`config.mk`:
```
export PLATFORM = sky130hd
export DESIGN_NAME = eam_mapper
export DESIGN_NICKNAME = d
export VERILOG_FILES = /design/src/eam_pkg.sv /design/src/eam_mapper.sv
export SDC_FILE = /design/constraint.sdc
export NUM_CORES = 1
export LEC_CHECK = 0
export BUFFER_PORTS_ARGS = -buffer_cell sky130_fd_sc_hd__buf_2
export CORE_MARGIN = 10
export CORE_UTILIZATION = 50
export DETAILED_ROUTE_END_ITERATION = 12
export PLACE_DENSITY = 0.77
export SYNTH_ARGS = -nofsm -noshare
export SYNTH_HDL_FRONTEND = slang
export SYNTH_SLANG_ARGS = --single-unit
```
`constraint.sdc`:
```
create_clock -name aclk -period 1.9 [get_ports aclk]
set_clock_uncertainty 0.15 [all_clocks]
set_input_delay 0.285 -clock aclk [delete_from_list [all_inputs] [get_ports aclk]]
set_output_delay 0.285 -clock aclk [all_outputs]
set_load 0.05 [all_outputs]
```
`src/eam_pkg.sv`:
```
// Purpose: shared constants and types of the external alarm mapper
// Assumes: axi4-lite register access, 32-bit data
// Notes: offsets are byte addresses
package eam_pkg;
    localparam int EAM_NUM_IN = 2;
    localparam int EAM_NUM_OUT = 4;
    localparam logic [7:0] EAM_OFS_IN_CFG = 8'h00;
    localparam logic [7:0] EAM_OFS_OUT_MAP = 8'h04;
    localparam logic [7:0] EAM_OFS_CTRL = 8'h08;
    localparam logic [7:0] EAM_OFS_CMD = 8'h0c;
    localparam logic [7:0] EAM_OFS_STATUS = 8'h10;
    localparam logic [7:0] EAM_OFS_ACT_IN = 8'h14;
    localparam logic [7:0] EAM_OFS_ACT_OUT = 8'h18;
    // per input field: bit0 polarity, bit1 local display, bit2 major
    localparam int EAM_IN_FLD_W = 4;
    localparam int EAM_IN_POL_BIT = 0;
    localparam int EAM_IN_DISP_BIT = 1;
    localparam int EAM_IN_SEV_BIT = 2;
    localparam int EAM_OUT_FLD_W = 4;
    localparam int EAM_CTRL_RELAY_BIT = 0;
    localparam int EAM_CTRL_PSW_BIT = 1;
    localparam int EAM_CMD_APPLY_BIT = 0;
    localparam int EAM_CMD_REVERT_BIT = 1;
    localparam logic [1:0] EAM_RESP_OKAY = 2'b00;
    localparam logic [1:0] EAM_RESP_SLVERR = 2'b10;

    typedef enum logic [3:0] {
        EAM_SRC_NONE = 4'h0,
        EAM_SRC_LOC_MAJ = 4'h1,
        EAM_SRC_LOC_MIN = 4'h2,
        EAM_SRC_REM_MAJ = 4'h3,
        EAM_SRC_REM_MIN = 4'h4,
        EAM_SRC_REM_IN1 = 4'h5,
        EAM_SRC_REM_IN2 = 4'h6,
        EAM_SRC_TST_MAJ = 4'h7,
        EAM_SRC_TST_MIN = 4'h8
    } eam_src_t;

    typedef struct packed {
        logic [EAM_NUM_IN-1:0] pol_off;
        logic [EAM_NUM_IN-1:0] disp;
        logic [EAM_NUM_IN-1:0] major;
        eam_src_t [EAM_NUM_OUT-1:0] map;
        logic relay_on_alarm;
        logic psw_mode;
    } eam_cfg_t;

    // remote status as received from the peer terminal
    typedef struct packed {
        logic major;
        logic minor;
        logic [EAM_NUM_IN-1:0] inputs;
    } eam_remote_t;
endpackage : eam_pkg

```
`src/eam_mapper.sv`:
```
// Purpose: external alarm input conditioning and relay output mapping
// Assumes: single clock, axi4-lite slave, link status already decoded
// Notes: configuration is edited in a pending copy and applied on command
//
// Decided for this implementation: the AXI4-Lite slave port and the placing of the registers.
`timescale 1ns/1ps
// Contract
// - two alarm inputs and four relay outputs per terminal
// - per-input polarity: active on current (default) or on no current
// - display off (default): active input raises no local alarm or log
// - display on: active input raises local alarm for logging and summary
// - per-input severity minor (default) or major, used only when displayed
// - conditioned local input states always sent to the remote terminal
// - protection switch mode removes input 2 from user alarm processing
// - output source none (default) keeps the output inactive
// - local major/minor source follows local alarm of that severity
// - remote major/minor source follows received remote alarm status
// - remote input source follows received remote input 1 or 2
// - test source forces output active, no log, no health change
// - test selections cleared on restart
// - one relay polarity for all four outputs
// - edits pending until apply; revert restores active configuration
module eam_mapper
    import eam_pkg::*;
#(
    parameter logic RELAY_ON_ALARM_RST = 1'b0
) (
    input wire logic aclk,
    input wire logic aresetn,
    input wire logic [7:0] s_axi_awaddr,
    input wire logic s_axi_awvalid,
    output logic s_axi_awready,
    input wire logic [31:0] s_axi_wdata,
    input wire logic [3:0] s_axi_wstrb,
    input wire logic s_axi_wvalid,
    output logic s_axi_wready,
    output logic [1:0] s_axi_bresp,
    output logic s_axi_bvalid,
    input wire logic s_axi_bready,
    input wire logic [7:0] s_axi_araddr,
    input wire logic s_axi_arvalid,
    output logic s_axi_arready,
    output logic [31:0] s_axi_rdata,
    output logic [1:0] s_axi_rresp,
    output logic s_axi_rvalid,
    input wire logic s_axi_rready,
    input wire logic [EAM_NUM_IN-1:0] contact_in,
    input wire eam_remote_t remote_in,
    input wire logic local_sys_major,
    input wire logic local_sys_minor,
    output logic [EAM_NUM_IN-1:0] tx_input_state,
    output logic local_ext_major,
    output logic local_ext_minor,
    output logic [EAM_NUM_IN-1:0] ext_log_req,
    output logic psw_ctrl_in,
    output logic [EAM_NUM_OUT-1:0] relay_closed
);
    localparam eam_cfg_t CFG_RST = '{
        pol_off: '0, disp: '0, major: '0,
        map: '{default: EAM_SRC_NONE},
        relay_on_alarm: RELAY_ON_ALARM_RST, psw_mode: 1'b0};

    eam_cfg_t act_q, act_d, pend_q, pend_d;
    logic [EAM_NUM_IN-1:0] cin_s1_q, cin_s2_q;
    eam_remote_t rem_s1_q, rem_s2_q;
    logic aw_hold_q, w_hold_q;
    logic [7:0] awaddr_q;
    logic [31:0] wdata_q;

    // synchronisers: first stage read only by the second
    always_ff @(posedge aclk) begin
        if (!aresetn) begin
            cin_s1_q <= '0;
            cin_s2_q <= '0;
            rem_s1_q <= '0;
            rem_s2_q <= '0;
        end else begin
            cin_s1_q <= contact_in;
            cin_s2_q <= cin_s1_q;
            rem_s1_q <= remote_in;
            rem_s2_q <= rem_s1_q;
        end
    end

    // input conditioning
    wire [EAM_NUM_IN-1:0] in_active = cin_s2_q ^ act_q.pol_off;
    wire [EAM_NUM_IN-1:0] user_mask = act_q.psw_mode ?
        {{(EAM_NUM_IN-1){1'b0}}, 1'b1} : {EAM_NUM_IN{1'b1}};
    wire [EAM_NUM_IN-1:0] shown = in_active & act_q.disp & user_mask;
    wire ext_maj = |(shown & act_q.major);
    wire ext_min = |(shown & ~act_q.major);
    // system alarms are assumed to exclude ext_*, so ext_* are ORed in here
    wire loc_maj = local_sys_major | ext_maj;
    wire loc_min = local_sys_minor | ext_min;

    // output mapping
    logic [EAM_NUM_OUT-1:0] mapped;
    always_comb begin
        for (int i = 0; i < EAM_NUM_OUT; i++) begin
            unique case (act_q.map[i])
                EAM_SRC_NONE: mapped[i] = 1'b0;
                EAM_SRC_LOC_MAJ: mapped[i] = loc_maj;
                EAM_SRC_LOC_MIN: mapped[i] = loc_min;
                EAM_SRC_REM_MAJ: mapped[i] = rem_s2_q.major;
                EAM_SRC_REM_MIN: mapped[i] = rem_s2_q.minor;
                EAM_SRC_REM_IN1: mapped[i] = rem_s2_q.inputs[0];
                EAM_SRC_REM_IN2: mapped[i] = rem_s2_q.inputs[1];
                EAM_SRC_TST_MAJ, EAM_SRC_TST_MIN: mapped[i] = 1'b1;
                default: mapped[i] = 1'b0;
            endcase
        end
    end
    // relay closed on alarm active, or on alarm inactive
    wire [EAM_NUM_OUT-1:0] relay_d = act_q.relay_on_alarm ?
        mapped : ~mapped;

    always_ff @(posedge aclk) begin
        if (!aresetn) begin
            tx_input_state <= '0;
            local_ext_major <= 1'b0;
            local_ext_minor <= 1'b0;
            ext_log_req <= '0;
            psw_ctrl_in <= 1'b0;
            relay_closed <= '0;
        end else begin
            tx_input_state <= in_active;
            local_ext_major <= ext_maj;
            local_ext_minor <= ext_min;
            ext_log_req <= shown;
            psw_ctrl_in <= in_active[1] & act_q.psw_mode;
            relay_closed <= relay_d;
        end
    end

    // axi4-lite write path
    wire aw_have = aw_hold_q | s_axi_awvalid;
    wire w_have = w_hold_q | s_axi_wvalid;
    wire wr_fire = aw_have & w_have & ~s_axi_bvalid;
    wire [7:0] wa = aw_hold_q ? awaddr_q : s_axi_awaddr;
    wire [31:0] wd = w_hold_q ? wdata_q : s_axi_wdata;
    wire wr_ok = (wa == EAM_OFS_IN_CFG) | (wa == EAM_OFS_OUT_MAP) |
        (wa == EAM_OFS_CTRL) | (wa == EAM_OFS_CMD);
    wire wr_b0 = wr_fire & s_axi_wstrb[0];
    wire wr_b1 = wr_fire & s_axi_wstrb[1];
    wire do_apply = wr_b0 & (wa == EAM_OFS_CMD) & wd[EAM_CMD_APPLY_BIT];
    wire do_revert = wr_b0 & (wa == EAM_OFS_CMD) & wd[EAM_CMD_REVERT_BIT];

    function automatic eam_src_t to_src(input logic [3:0] v);
        to_src = (v > 4'h8) ? EAM_SRC_NONE : eam_src_t'(v);
    endfunction : to_src

    always_comb begin
        pend_d = pend_q;
        act_d = act_q;
        if (wr_b0 && wa == EAM_OFS_IN_CFG) begin
            for (int i = 0; i < EAM_NUM_IN; i++) begin
                pend_d.pol_off[i] = wd[i*EAM_IN_FLD_W + EAM_IN_POL_BIT];
                pend_d.disp[i] = wd[i*EAM_IN_FLD_W + EAM_IN_DISP_BIT];
                pend_d.major[i] = wd[i*EAM_IN_FLD_W + EAM_IN_SEV_BIT];
            end
        end
        if (wa == EAM_OFS_OUT_MAP) begin
            if (wr_b0) begin
                pend_d.map[0] = to_src(wd[3:0]);
                pend_d.map[1] = to_src(wd[7:4]);
            end
            if (wr_b1) begin
                pend_d.map[2] = to_src(wd[11:8]);
                pend_d.map[3] = to_src(wd[15:12]);
            end
        end
        if (wr_b0 && wa == EAM_OFS_CTRL) begin
            pend_d.relay_on_alarm = wd[EAM_CTRL_RELAY_BIT];
            pend_d.psw_mode = wd[EAM_CTRL_PSW_BIT];
        end
        if (do_apply) begin
            act_d = pend_q;
        end else if (do_revert) begin
            pend_d = act_q;
        end
    end

    // reset loads defaults, so no test source survives a restart
    always_ff @(posedge aclk) begin
        if (!aresetn) begin
            act_q <= CFG_RST;
            pend_q <= CFG_RST;
        end else begin
            act_q <= act_d;
            pend_q <= pend_d;
        end
    end

    always_ff @(posedge aclk) begin
        if (!aresetn) begin
            aw_hold_q <= 1'b0;
            w_hold_q <= 1'b0;
            awaddr_q <= '0;
            wdata_q <= '0;
            s_axi_bvalid <= 1'b0;
            s_axi_bresp <= EAM_RESP_OKAY;
        end else begin
            if (s_axi_awvalid && s_axi_awready) begin
                aw_hold_q <= ~wr_fire;
                awaddr_q <= s_axi_awaddr;
            end else if (wr_fire) begin
                aw_hold_q <= 1'b0;
            end
            if (s_axi_wvalid && s_axi_wready) begin
                w_hold_q <= ~wr_fire;
                wdata_q <= s_axi_wdata;
            end else if (wr_fire) begin
                w_hold_q <= 1'b0;
            end
            if (wr_fire) begin
                s_axi_bvalid <= 1'b1;
                s_axi_bresp <= wr_ok ? EAM_RESP_OKAY : EAM_RESP_SLVERR;
            end else if (s_axi_bready) begin
                s_axi_bvalid <= 1'b0;
            end
        end
    end
    // ready only while the holding slot is free and no response pending
    always_comb begin
        s_axi_awready = ~aw_hold_q & ~s_axi_bvalid;
        s_axi_wready = ~w_hold_q & ~s_axi_bvalid;
    end

    // axi4-lite read path
    logic [31:0] rd_word;
    logic rd_ok;
    always_comb begin
        rd_word = '0;
        rd_ok = 1'b1;
        unique case (s_axi_araddr)
            EAM_OFS_IN_CFG, EAM_OFS_ACT_IN: begin
                for (int i = 0; i < EAM_NUM_IN; i++) begin
                    rd_word[i*EAM_IN_FLD_W + EAM_IN_POL_BIT] =
                        (s_axi_araddr == EAM_OFS_IN_CFG) ?
                        pend_q.pol_off[i] : act_q.pol_off[i];
                    rd_word[i*EAM_IN_FLD_W + EAM_IN_DISP_BIT] =
                        (s_axi_araddr == EAM_OFS_IN_CFG) ?
                        pend_q.disp[i] : act_q.disp[i];
                    rd_word[i*EAM_IN_FLD_W + EAM_IN_SEV_BIT] =
                        (s_axi_araddr == EAM_OFS_IN_CFG) ?
                        pend_q.major[i] : act_q.major[i];
                end
            end
            EAM_OFS_OUT_MAP: rd_word[15:0] = pend_q.map;
            EAM_OFS_ACT_OUT: rd_word[15:0] = act_q.map;
            EAM_OFS_CTRL: rd_word[1:0] = {pend_q.psw_mode,
                pend_q.relay_on_alarm};
            EAM_OFS_CMD: rd_word = '0;
            EAM_OFS_STATUS: rd_word[9:0] = {relay_closed, rem_s2_q,
                in_active};
            default: rd_ok = 1'b0;
        endcase
    end

    always_ff @(posedge aclk) begin
        if (!aresetn) begin
            s_axi_arready <= 1'b0;
            s_axi_rvalid <= 1'b0;
            s_axi_rdata <= '0;
            s_axi_rresp <= EAM_RESP_OKAY;
        end else begin
            s_axi_arready <= 1'b0;
            if (s_axi_rvalid) begin
                if (s_axi_rready) begin
                    s_axi_rvalid <= 1'b0;
                end
            end else if (s_axi_arvalid && !s_axi_arready) begin
                s_axi_arready <= 1'b1;
                s_axi_rvalid <= 1'b1;
                s_axi_rdata <= rd_word;
                s_axi_rresp <= rd_ok ? EAM_RESP_OKAY : EAM_RESP_SLVERR;
            end
        end
    end

    // assertions
    property p_none_idle;
        @(posedge aclk) disable iff (!aresetn)
        aresetn && (act_q.map[0] == EAM_SRC_NONE) |=>
            (relay_closed[0] == ~$past(act_q.relay_on_alarm));
    endproperty
    a_none_idle: assert property (p_none_idle)
        else $error("unmapped output not inactive");
    property p_test_force;
        @(posedge aclk) disable iff (!aresetn)
        (act_q.map[1] == EAM_SRC_TST_MAJ) && $stable(act_q) |=>
            (relay_closed[1] == $past(act_q.relay_on_alarm));
    endproperty
    a_test_force: assert property (p_test_force)
        else $error("test source not forcing");
    property p_hidden;
        @(posedge aclk) disable iff (!aresetn)
        (act_q.disp == '0) |=> !local_ext_major && !local_ext_minor
            && ext_log_req == '0;
    endproperty
    a_hidden: assert property (p_hidden)
        else $error("hidden input raised alarm");
    property p_tx;
        @(posedge aclk) disable iff (!aresetn)
        1'b1 |=> tx_input_state == $past(cin_s2_q ^ act_q.pol_off);
    endproperty
    a_tx: assert property (p_tx)
        else $error("input state not sent");
    property p_sync;
        @(posedge aclk) disable iff (!aresetn)
        aresetn |=> ##1 cin_s2_q == $past(contact_in, 2);
    endproperty
    a_sync: assert property (p_sync)
        else $error("synchroniser latency wrong");
    property p_psw;
        @(posedge aclk) disable iff (!aresetn)
        act_q.psw_mode |=> !ext_log_req[1];
    endproperty
    a_psw: assert property (p_psw)
        else $error("input 2 used while switch mode on");
    property p_apply;
        @(posedge aclk) disable iff (!aresetn)
        do_apply |=> act_q == $past(pend_q);
    endproperty
    a_apply: assert property (p_apply)
        else $error("apply did not load pending");
    property p_hold;
        @(posedge aclk) disable iff (!aresetn)
        !do_apply |=> act_q == $past(act_q);
    endproperty
    a_hold: assert property (p_hold)
        else $error("active config changed without apply");
    property p_remin;
        @(posedge aclk) disable iff (!aresetn)
        (act_q.map[2] == EAM_SRC_REM_IN1) && $stable(act_q) |=>
            relay_closed[2] == ($past(rem_s2_q.inputs[0])
            ~^ $past(act_q.relay_on_alarm));
    endproperty
    a_remin: assert property (p_remin)
        else $error("remote input not followed");
    c_apply: cover property (@(posedge aclk) do_apply);
    c_revert: cover property (@(posedge aclk) do_revert);
    c_major: cover property (@(posedge aclk) local_ext_major);
    c_wr_err: cover property (@(posedge aclk)
        s_axi_bvalid && s_axi_bresp == EAM_RESP_SLVERR);
endmodule : eam_mapper

```
==> flow_summary.json, run 1 <==
{
  "tightest_slew_ns": 0.654,
  "yosys_register_bits": 118,
  "layout_common_cells": "dfxtp_1, nand2_1, buf_2",
  "synthCells": 668,
  "vias_per_cell": 5.74,
  "min_period_ns": 2.04,
  "grt.total_usage": 0.190,
  "worst_setup_path_end_kind": "flip-flop",
  "clk_pin_slew_ns": 0.05,
  "required_ns": 2.09,
  "finalHoldViolations": 0,
  "p_per_area_nw_per_um2": 910,
  "holdPathStages": 3,
  "synthArstFlopShare": 0,
  "area_growth_pct": 31.5,
  "ys_types": 58,
  "r2r_end": "pend_q[0]",
  "slowest_stage": "dfxtp_4",
  "worstSetupStartpointType": "flip-flop",
  "reg2reg_depth": 7,
  "drtPass1Iterations": 7,
  "netSwitchingPower_mw": 1.71,
  "layout_commonest_cell": "dfxtp_1",
  "hold_start": "s_axi_wdata[11]",
  "synth_edf_count": 0,
  "p_int_mw": 5.28,
  "cp_max_fo": 16,
  "power.share.combinational": 0.127,
  "r2r_setup_slack_ns": -0.14,
  "drv_slew": 0,
  "dp.cells": 883,
  "max_freq_mhz": 491,
  "swShare": 0.244,
  "die_area_um2": 16400,
  "cts_buffers": 17,
  "core_area_um2": 11400,
  "wl_per_cell_um": 17.6,
  "grt_pass1_vias": 5197,
  "fin_total_pwr_mw": 6.99,
  "fin_crit_sh": 1.07,
  "violations": "negative setup slack",
  "drt-initial-drc-count": 535,
  "final.setup.worst_slack_ns": -0.135,
  "status": "finished, violations left",
  "cts_tree": "yes",
  "pin_count": 119,
  "grt_start_max_net_pins": 101,
  "drc": 0,
  "fin_util": 0.673,
  "yosysSeqAreaShare": 0.404,
  "pwr-share-clk": 0.497,
  "layout-drive-gt1-share": 0.267,
  "p_leak_nw": 3.04,
  "netlist_area_um2": 5840,
  "dr_total_vias": 5406,
  "io_buffers": 82,
  "setup_viol_count_final": 15,
  "worstHoldEndpoint": "wdata_q[11]",
  "crit_type": "flip-flop to flip-flop",
  "ys.warnings.count": 0,
  "timing.max_slew.rel_slack": 0.563,
  "dpl_worst_slack_ns": -0.177,
  "cts_sinks": 118,
  "timing.rr.start": "aw_hold_q",
  "rsz0062_at_grt": "yes",
  "dp_hpwl_um": 11100,
  "grt_pass1_wl_um": 25600,
  "vdd_drop_max_mv": 0.609,
  "seqPwrFrac": 0.376,
  "clock_latency_ns": 0.41,
  "synth_flop_cell": "dfxtp_1",
  "cts_htree_levels": 4,
  "drt_wl_total_um": 16600,
  "critical_path_arrival_ns": 2.22,
  "path_cells": "nor4b_4 > nand2_2 > a2111oi_4 > buf_12 > a21o_1 > nand3_1 > a21boi_1",
  "overflow": 0,
  "hold_path_class": "input port to flip-flop",
  "antenna_found_initial": 0,
  "die_h_um": 128,
  "finalNetCount": 854,
  "detail-route-antenna-nets": 0,
  "cts.path.max_buffers": 2,
  "clockRootBuffer": "clkbuf_16",
  "final_cells": 942,
  "fp.dieW_um": 128,
  "syn_area_per_cell_um2": 8.74,
  "place_congestion": 0.912,
  "start_util": 0.512,
  "rows": 39,
  "diodes": 0,
  "maxCapViolations": 0,
  "crit_path_max_incr_delay_ns": 0.40
}
## power by group through the flow
stage	Sequential, mW	Combinational [mW]	Clock [mW]
after floorplan	2.78	0.478	0
after global placement	2.67	0.785	0
after detailed placement	2.68	0.806	0
after CTS	2.62	0.854	3.50
after global routing	2.63	0.954	3.62
final	2.63	0.889	3.47
## sequential cells by signal, summed over array words and instances (netlist names), 2 cells and up
name	flops
pend_q	24
relay_closed	4
cin_s2_q	2
awaddr_q	8
cin_s1_q	2
tx_input_state	2
rem_s2_q	4
wdata_q	16
s_axi_rdata	16
act_q	24
rem_s1_q	4
ext_log_req	2
## cell usage after synthesis (all sizes together) (11+ instances only)
cell type  count  area share
dfxtp        118        0.40
nand2        106       0.069
a21boi        50       0.064
mux2i         39       0.067
buf           37       0.042
o21ai         37       0.032
clkbuf        33       0.021
nand3         30       0.026
nor2          26       0.017
and2          20       0.021
nor2b         19       0.020
a21oi         18       0.015
nor4b         15       0.025
nand2b        12       0.013
nor3b         12       0.016
a221oi        11       0.016
## repair_timing
item / CTS / global route
cloned: 0 / 1
pin swaps: 4 / 10
endpoints found under the setup margin: 50 / 51
hold buffers: 22 / 0
endpoints found under the hold margin: 22 / 0
setup buffers: 2 / 3
resized for setup: 16 / 42
## cell type report
cell class                      count  area [um^2]
Clock buffer                       24          512
Inverter                            2         7.51
Clock inverter                      7          140
Tap cell                          143          179
Multi-Input combinational cell    495         3340
Timing Repair Buffer              153         1130
Fill cell                         876         3740
Sequential cell                   118         2380
## cells by family after synthesis
| family | count (synthesis) | synth area share |
|---|---|---|
| and+or+nand+nor | 271 | 0.249 |
| AOI/OAI and AO/OA | 155 | 0.184 |
| DFF | 118 | 0.404 |
| buffers and inverters | 72 | 0.0651 |
| muxes | 48 | 0.0919 |
| xor gates and xnor gates | 3 | 0.00450 |
| other | 1 | 0.000642 |
## critical path: cells and delay by family (launching register included)
family,cells,cell delay [ns]
and+or+nand+nor,3,0.53
buffers and inverters,1,0.19
DFF,1,0.40
AOI/OAI and AO/OA,3,0.68
## stage by stage
step	TNS, ns	cell area, um^2	hold slack, ns
floorplan	-0.00617	5920	0.262
global placement	-4.77	6550	0.272
detailed placement	-6.48	6550	0.275
CTS	-0.0560	7480	0.0102
global route	-3.71	7680	0.0338
finish	-0.513	7680	0.0118
## worst max path at each step
stage | from | end | slack [ns] | cells past startpoint
detailed placement | s_axi_araddr[1] | s_axi_rdata[12] | -0.18 | 6
global route | aw_hold_q | pend_q[0] | -0.25 | 8
global placement | s_axi_awaddr[5] | act_q[16] | -0.13 | 8
CTS | aw_hold_q | pend_q[2] | -0.02 | 7
floorplan | aw_hold_q | pend_q[22] | -0.006 | 7
finish | aw_hold_q | pend_q[0] | -0.14 | 7
## layer usage
| layer | part of all wire | wire [um] | track usage | up-vias |
|---|---|---|---|---|
| met4 | 0.015 | 248 | 0.0636 | 0 |
| met3 | 0.082 | 1360 | 0.0591 | 23 |
| met5 | 0 | 0 | 0 | - |
| met1 | 0.42 | 6950 | 0.232 | 2572 |
| met2 | 0.48 | 8040 | 0.308 | 244 |
| li1 | - | - | - | 2567 |
(Power assumes the default switching activity.)
==> run 2, diff against run 1 <==
--- a/config.mk
+++ b/config.mk
@@ -9,7 +9,8 @@
 export CORE_MARGIN = 10
 export CORE_UTILIZATION = 50
 export DETAILED_ROUTE_END_ITERATION = 12
-export PLACE_DENSITY = 0.77
+export PLACE_DENSITY = 0.74
+export SLEW_MARGIN = 15
 export SYNTH_ARGS = -nofsm -noshare
 export SYNTH_HDL_FRONTEND = slang
 export SYNTH_SLANG_ARGS = --single-unit
==> run 2 against run 1 <==
  * The run still ends with negative setup slack left
  * Critical path depth grew 2
  * Non-clock buffer count increased by 8
  * Count of clock-buffer cells in the layout decreased by 2
  * Highest routed layer unchanged
  * First-iteration DRC count down 7.7%
  * Hold slack lost 0.00079 ns
  * Largest power group unchanged
  * Global-route usage up 0.35 points
==> flow_summary.json, run 2 (same netlist as run 1, synthesis figures left out) <==
{
  "status": "finished, violations left",
  "violations": "negative setup slack",
  "io_buffers": 82,
  "layout-drive-gt1-share": 0.315,
  "final.setup.worst_slack_ns": -0.172,
  "p_leak_nw": 3.15,
  "max_freq_mhz": 483,
  "dpl_worst_slack_ns": -0.208,
  "tightest_slew_ns": 0.637,
  "vdd_drop_max_mv": 0.590,
  "start_util": 0.512,
  "antenna_found_initial": 0,
  "postLayoutCellArea_um2": 7940,
  "cts_sinks": 118,
  "fp.dieW_um": 128,
  "core_area_um2": 11400,
  "setup_viol_count_final": 48,
  "wl_per_cell_um": 19.2,
  "seq_area_um2": 2380,
  "critical_path_arrival_ns": 2.23,
  "tns_ns": -4.89,
  "drc": 0,
  "required_ns": 2.06,
  "clk_pin_slew_ns": 0.05,
  "p_per_area_nw_per_um2": 866,
  "fin_total_pwr_mw": 6.88,
  "whs_ns": 0.0111,
  "dp_hpwl_um": 11100,
  "clockRootBuffer": "clkbuf_16",
  "drt_wl_total_um": 18200,
  "detail-route-antenna-nets": 0,
  "worstSetupStartpointType": "input port",
  "overflow": 0,
  "grt_start_max_net_pins": 92,
  "finalNetCount": 862,
  "hold_path_class": "input port to flip-flop",
  "placed_area_um2": 6550,
  "final_cells": 950,
  "grt.total_usage": 0.193,
  "worst_setup_path_end_kind": "flip-flop",
  "rsz0062_at_grt": "yes",
  "min_period_ns": 2.07,
  "clock_latency_ns": 0.42,
  "rows": 39,
  "dp.cells": 883,
  "pin_count": 119,
  "die_area_um2": 16400,
  "cp_max_fo": 12,
  "cts_htree_levels": 4,
  "finalHoldViolations": 0,
  "place_congestion": 0.846,
  "die_h_um": 128,
  "r2r_setup_slack_ns": -0.15,
  "cts.path.max_buffers": 2,
  "drt-initial-drc-count": 494,
  "drv_slew": 0,
  "dr_total_vias": 5583,
  "drtPass1Iterations": 5,
  "grt_pass1_wl_um": 26000,
  "n_fill_cell": 828,
  "layout_common_cells": "dfxtp_1, buf_2, nand2_1",
  "timing.max_slew.rel_slack": 0.574,
  "cts_tree": "yes",
  "top_regs": "act_q x24, pend_q x24",
  "fin_util": 0.695,
  "layout_commonest_cell": "dfxtp_1",
  "area_growth_pct": 36.0,
  "crit_type": "input port to flip-flop",
  "cts_buffers": 17,
  "fin_crit_sh": 1.09,
  "vias_per_cell": 5.88,
  "multi_input_area_um2": 3480,
  "maxCapViolations": 0,
  "grt_pass1_vias": 5211,
  "diodes": 0
}
-- run 2: cell count changes in the layout (fill, tap and decap cells not counted), moves of 3 or more --
cell / previous run / this run
o21ai_1: 10 / 3
nand2_4: 2 / 10
nand2_2: 2 / 15
a21boi_1: 30 / 24
o21ai_0: 26 / 33
clkinv_2: 1 / 5
clkbuf_16: 18 / 23
buf_6: 0 / 3
nand2_1: 102 / 81
a21boi_2: 1 / 8
-- run 2: layer usage --
| metal | GRT usage | share of wire | up-vias |
|---|---|---|---|
| li1 | - | - | 2591 |
| met1 | 0.233 | 0.39 | 2623 |
| met2 | 0.310 | 0.48 | 304 |
| met3 | 0.0633 | 0.096 | 65 |
| met4 | 0.0768 | 0.034 | 0 |
| met5 | 0 | 0 | - |
-- run 2: final cells by class --
cell class | instances | share of cell area
clock inverter | 9 | 0.0153
multi-input combinational | 495 | 0.438
inverter | 2 | 0.000945
timing repair buffer | 161 | 0.162
tap | 143 | 0.0225
clock buffer | 22 | 0.0622
sequential | 118 | 0.299
-- run 2: power by group --
group,leakage (nW),switching (mW),internal (mW)
clock,0.312,1.13,2.21
sequential,0.966,0.0646,2.56
combinational,1.88,0.564,0.334
-- run 2: worst paths after layout --
check                               startpoint            to  cells past startpoint
worst min-delay path              s_axi_rready  s_axi_rvalid                      3
worst max-delay path            s_axi_wdata[0]    pend_q[18]                      9
worst min register to register     cin_s1_q[1]   cin_s2_q[1]                      1
worst max register to register     awaddr_q[5]     act_q[13]                      7
-- run 2: worst max-delay path: stages --
cell           delay, ns
dlygate4sd3_1       0.53
buf_2               0.15
mux2_4              0.30
nor3_2              0.22
nand4_1             0.21
buf_4               0.21
clkbuf_16           0.16
nand3_1             0.10
a21boi_1            0.06
-- run 2: what timing repair did --
item                                    in CTS  in global routing
pin swaps                                    5                 38
endpoints found under the setup margin      50                 52
hold buffers                                22                  0
gates resized for setup                     15                 82
hold endpoints to repair                    22                  0
gates cloned                                 0                  7
setup buffers                                0                  7
==> run 3, diff against run 2 <==
--- a/config.mk
+++ b/config.mk
@@ -6,6 +6,7 @@
 export NUM_CORES = 1
 export LEC_CHECK = 0
 export BUFFER_PORTS_ARGS = -buffer_cell sky130_fd_sc_hd__buf_2
+export CAP_MARGIN = 10
 export CORE_MARGIN = 10
 export CORE_UTILIZATION = 50
 export DETAILED_ROUTE_END_ITERATION = 12
==> constraint.sdc (replaced) <==
create_clock -name aclk -period 1.9 [get_ports aclk]
set_clock_uncertainty 0.15 [all_clocks]
set_input_delay 0.285 -clock aclk [delete_from_list [all_inputs] [get_ports aclk]]
set_output_delay 0.285 -clock aclk [all_outputs]
set_load 0.01 [all_outputs]
==> run 3 against run 2 <==
  * The run still ends with negative setup slack left
  * Die area did not move
  * First-iteration DRC count fell by 6.7%
  * Fmax rose by 5.6%
  * Combinational power decreased by 22%
  * Global-route usage fell by 0.12 points
  * Sequential share of layout area rose by 1.2 points
  * Critical endpoint is now pend_q[0]
  * Highest routed layer unchanged
  * Utilization decreased by 2.6 points
  * Register-to-register slack gained 0.09 ns
  * Cell count fell by 0.63%
==> flow_summary.json, run 3 (same netlist as run 1, synthesis figures left out) <==
{
  "status": "finished, violations left",
  "violations": "negative setup slack",
  "layout_commonest_cell": "dfxtp_1",
  "tightest_slew_ns": 0.612,
  "start_util": 0.512,
  "pin_count": 119,
  "fp.dieW_um": 128,
  "dp.cells": 885,
  "gr-usage-met1": 0.227,
  "diodes": 0,
  "postLayoutCellArea_um2": 7640,
  "seq_area_um2": 2380,
  "cts_sinks": 118,
  "timing.max_slew.rel_slack": 0.590,
  "cts.path.max_buffers": 2,
  "holdPathStages": 3,
  "timing.rr.start": "aw_hold_q",
  "layout-drive-gt1-share": 0.268,
  "layout_common_cells": "dfxtp_1, nand2_1, buf_2",
  "drc": 0,
  "vdd_drop_max_mv": 0.547,
  "rows": 39,
  "drv_slew": 0,
  "die_area_um2": 16400,
  "setup_viol_count_final": 11,
  "r2r_end": "pend_q[0]",
  "core_area_um2": 11400,
  "worstHoldEndpoint": "wdata_q[13]",
  "dr_total_vias": 5362,
  "min_period_ns": 1.96,
  "reg2reg_depth": 8,
  "maxCapViolations": 0,
  "max_freq_mhz": 510,
  "grt.total_usage": 0.192,
  "detail-route-antenna-nets": 0,
  "cp_max_fo": 8,
  "cts_buffers": 17,
  "dp_hpwl_um": 11300,
  "rsz0062_at_grt": "yes",
  "multi_input_area_um2": 3340,
  "fin_crit_sh": 1.03,
  "crit_type": "flip-flop to flip-flop",
  "grt_pass1_wl_um": 25600,
  "die_h_um": 128,
  "clock_latency_ns": 0.42,
  "n_fill_cell": 899,
  "grtUsageMet3": 0.0645,
  "wl_per_cell_um": 17.4,
  "grt_start_max_net_pins": 82,
  "worstSetupStartpointType": "flip-flop",
  "overflow": 0,
  "required_ns": 2.10,
  "finalHoldViolations": 0,
  "area_growth_pct": 30.8,
  "r2r_setup_slack_ns": -0.06,
  "io_buffers": 82,
  "drt_wl_total_um": 16400,
  "clk_pin_slew_ns": 0.05,
  "use_met2": 0.313,
  "worst_setup_path_end_kind": "flip-flop",
  "p_per_area_nw_per_um2": 853,
  "top_usage_layer": "met2",
  "hold_start": "s_axi_wdata[13]",
  "vias_per_cell": 5.68,
  "final.setup.worst_slack_ns": -0.0611,
  "critical_path_arrival_ns": 2.17,
  "antenna_found_initial": 0,
  "finalNetCount": 855,
  "final_cells": 944,
  "place_congestion": 0.830,
  "p_leak_nw": 3.05,
  "crit_path_start": "aw_hold_q",
  "top_regs": "act_q x24, pend_q x24",
  "cts_htree_levels": 4,
  "hold_path_class": "input port to flip-flop",
  "placed_area_um2": 6560,
  "drt-initial-drc-count": 461,
  "clockRootBuffer": "clkbuf_16",
  "grt_pass1_vias": 5259,
  "drtPass1Iterations": 5,
  "cts_tree": "yes"
}
==> run 3: area by class of cell <==
type	instances	share of cell area
multi-input combinational	495	0.437
clock inverter	8	0.0124
timing repair buffer	154	0.150
tap	143	0.0234
sequential	118	0.311
inverter	2	0.000982
clock buffer	24	0.0657
==> run 3: repair_timing <==
action | 4_1_cts | 5_1_grt
hold buffers | 23 | 0
endpoints found under the setup margin | 48 | 52
resized for setup | 27 | 30
pin swaps | 2 | 16
gates cloned | 0 | 1
setup buffers | 0 | 3
endpoints found under the hold margin | 23 | 0
==> run 3: report_power, final <==
| part | total, mW | switching, mW | internal, mW |
|---|---|---|---|
| Sequential | 2.63 | 0.0640 | 2.56 |
| Combinational | 0.703 | 0.374 | 0.329 |
| Clock | 3.19 | 1.09 | 2.09 |
==> run 3: worst max-delay path: stages, from the launching register on <==
cell       delay (ns)
dfxtp_4          0.40
nor4b_4          0.23
nand2_2          0.15
a2111oi_4        0.30
buf_4            0.19
buf_12           0.12
a21o_1           0.13
nand3_2          0.08
a21boi_2         0.14
==> run 3: stage by stage <==
stage               hold slack (ns)  utilization   TNS (ns)  worst slack (ns)  total power, mW
detailed placement            0.272        0.575      -9.48            -0.264             3.30
floorplan                     0.262            -  -0.000110         -0.000110             3.07
global placement              0.272        0.575      -4.52            -0.148             3.27
finish                       0.0255        0.669     -0.374           -0.0611             6.51
global route                0.00752        0.669      -3.07            -0.158             6.74
CTS                         0.00851        0.654   -0.00661          -0.00463             6.54
==> run 3: routing by layer <==
metal,wire (um),vias up,share of wire
met5,0,-,0
met4,290,0,0.018
met3,1330,32,0.081
met2,7810,206,0.48
met1,6980,2559,0.43
li1,-,2565,-
==> run 3: worst max-delay path by stage <==
stage,depth (start not counted),slack (ns),end
CTS,7,-0.005,pend_q[0]
global route,8,-0.16,pend_q[18]
finish,8,-0.06,pend_q[0]
detailed placement,8,-0.26,act_q[10]
global placement,8,-0.15,act_q[15]
floorplan,8,-0.0001,pend_q[22]
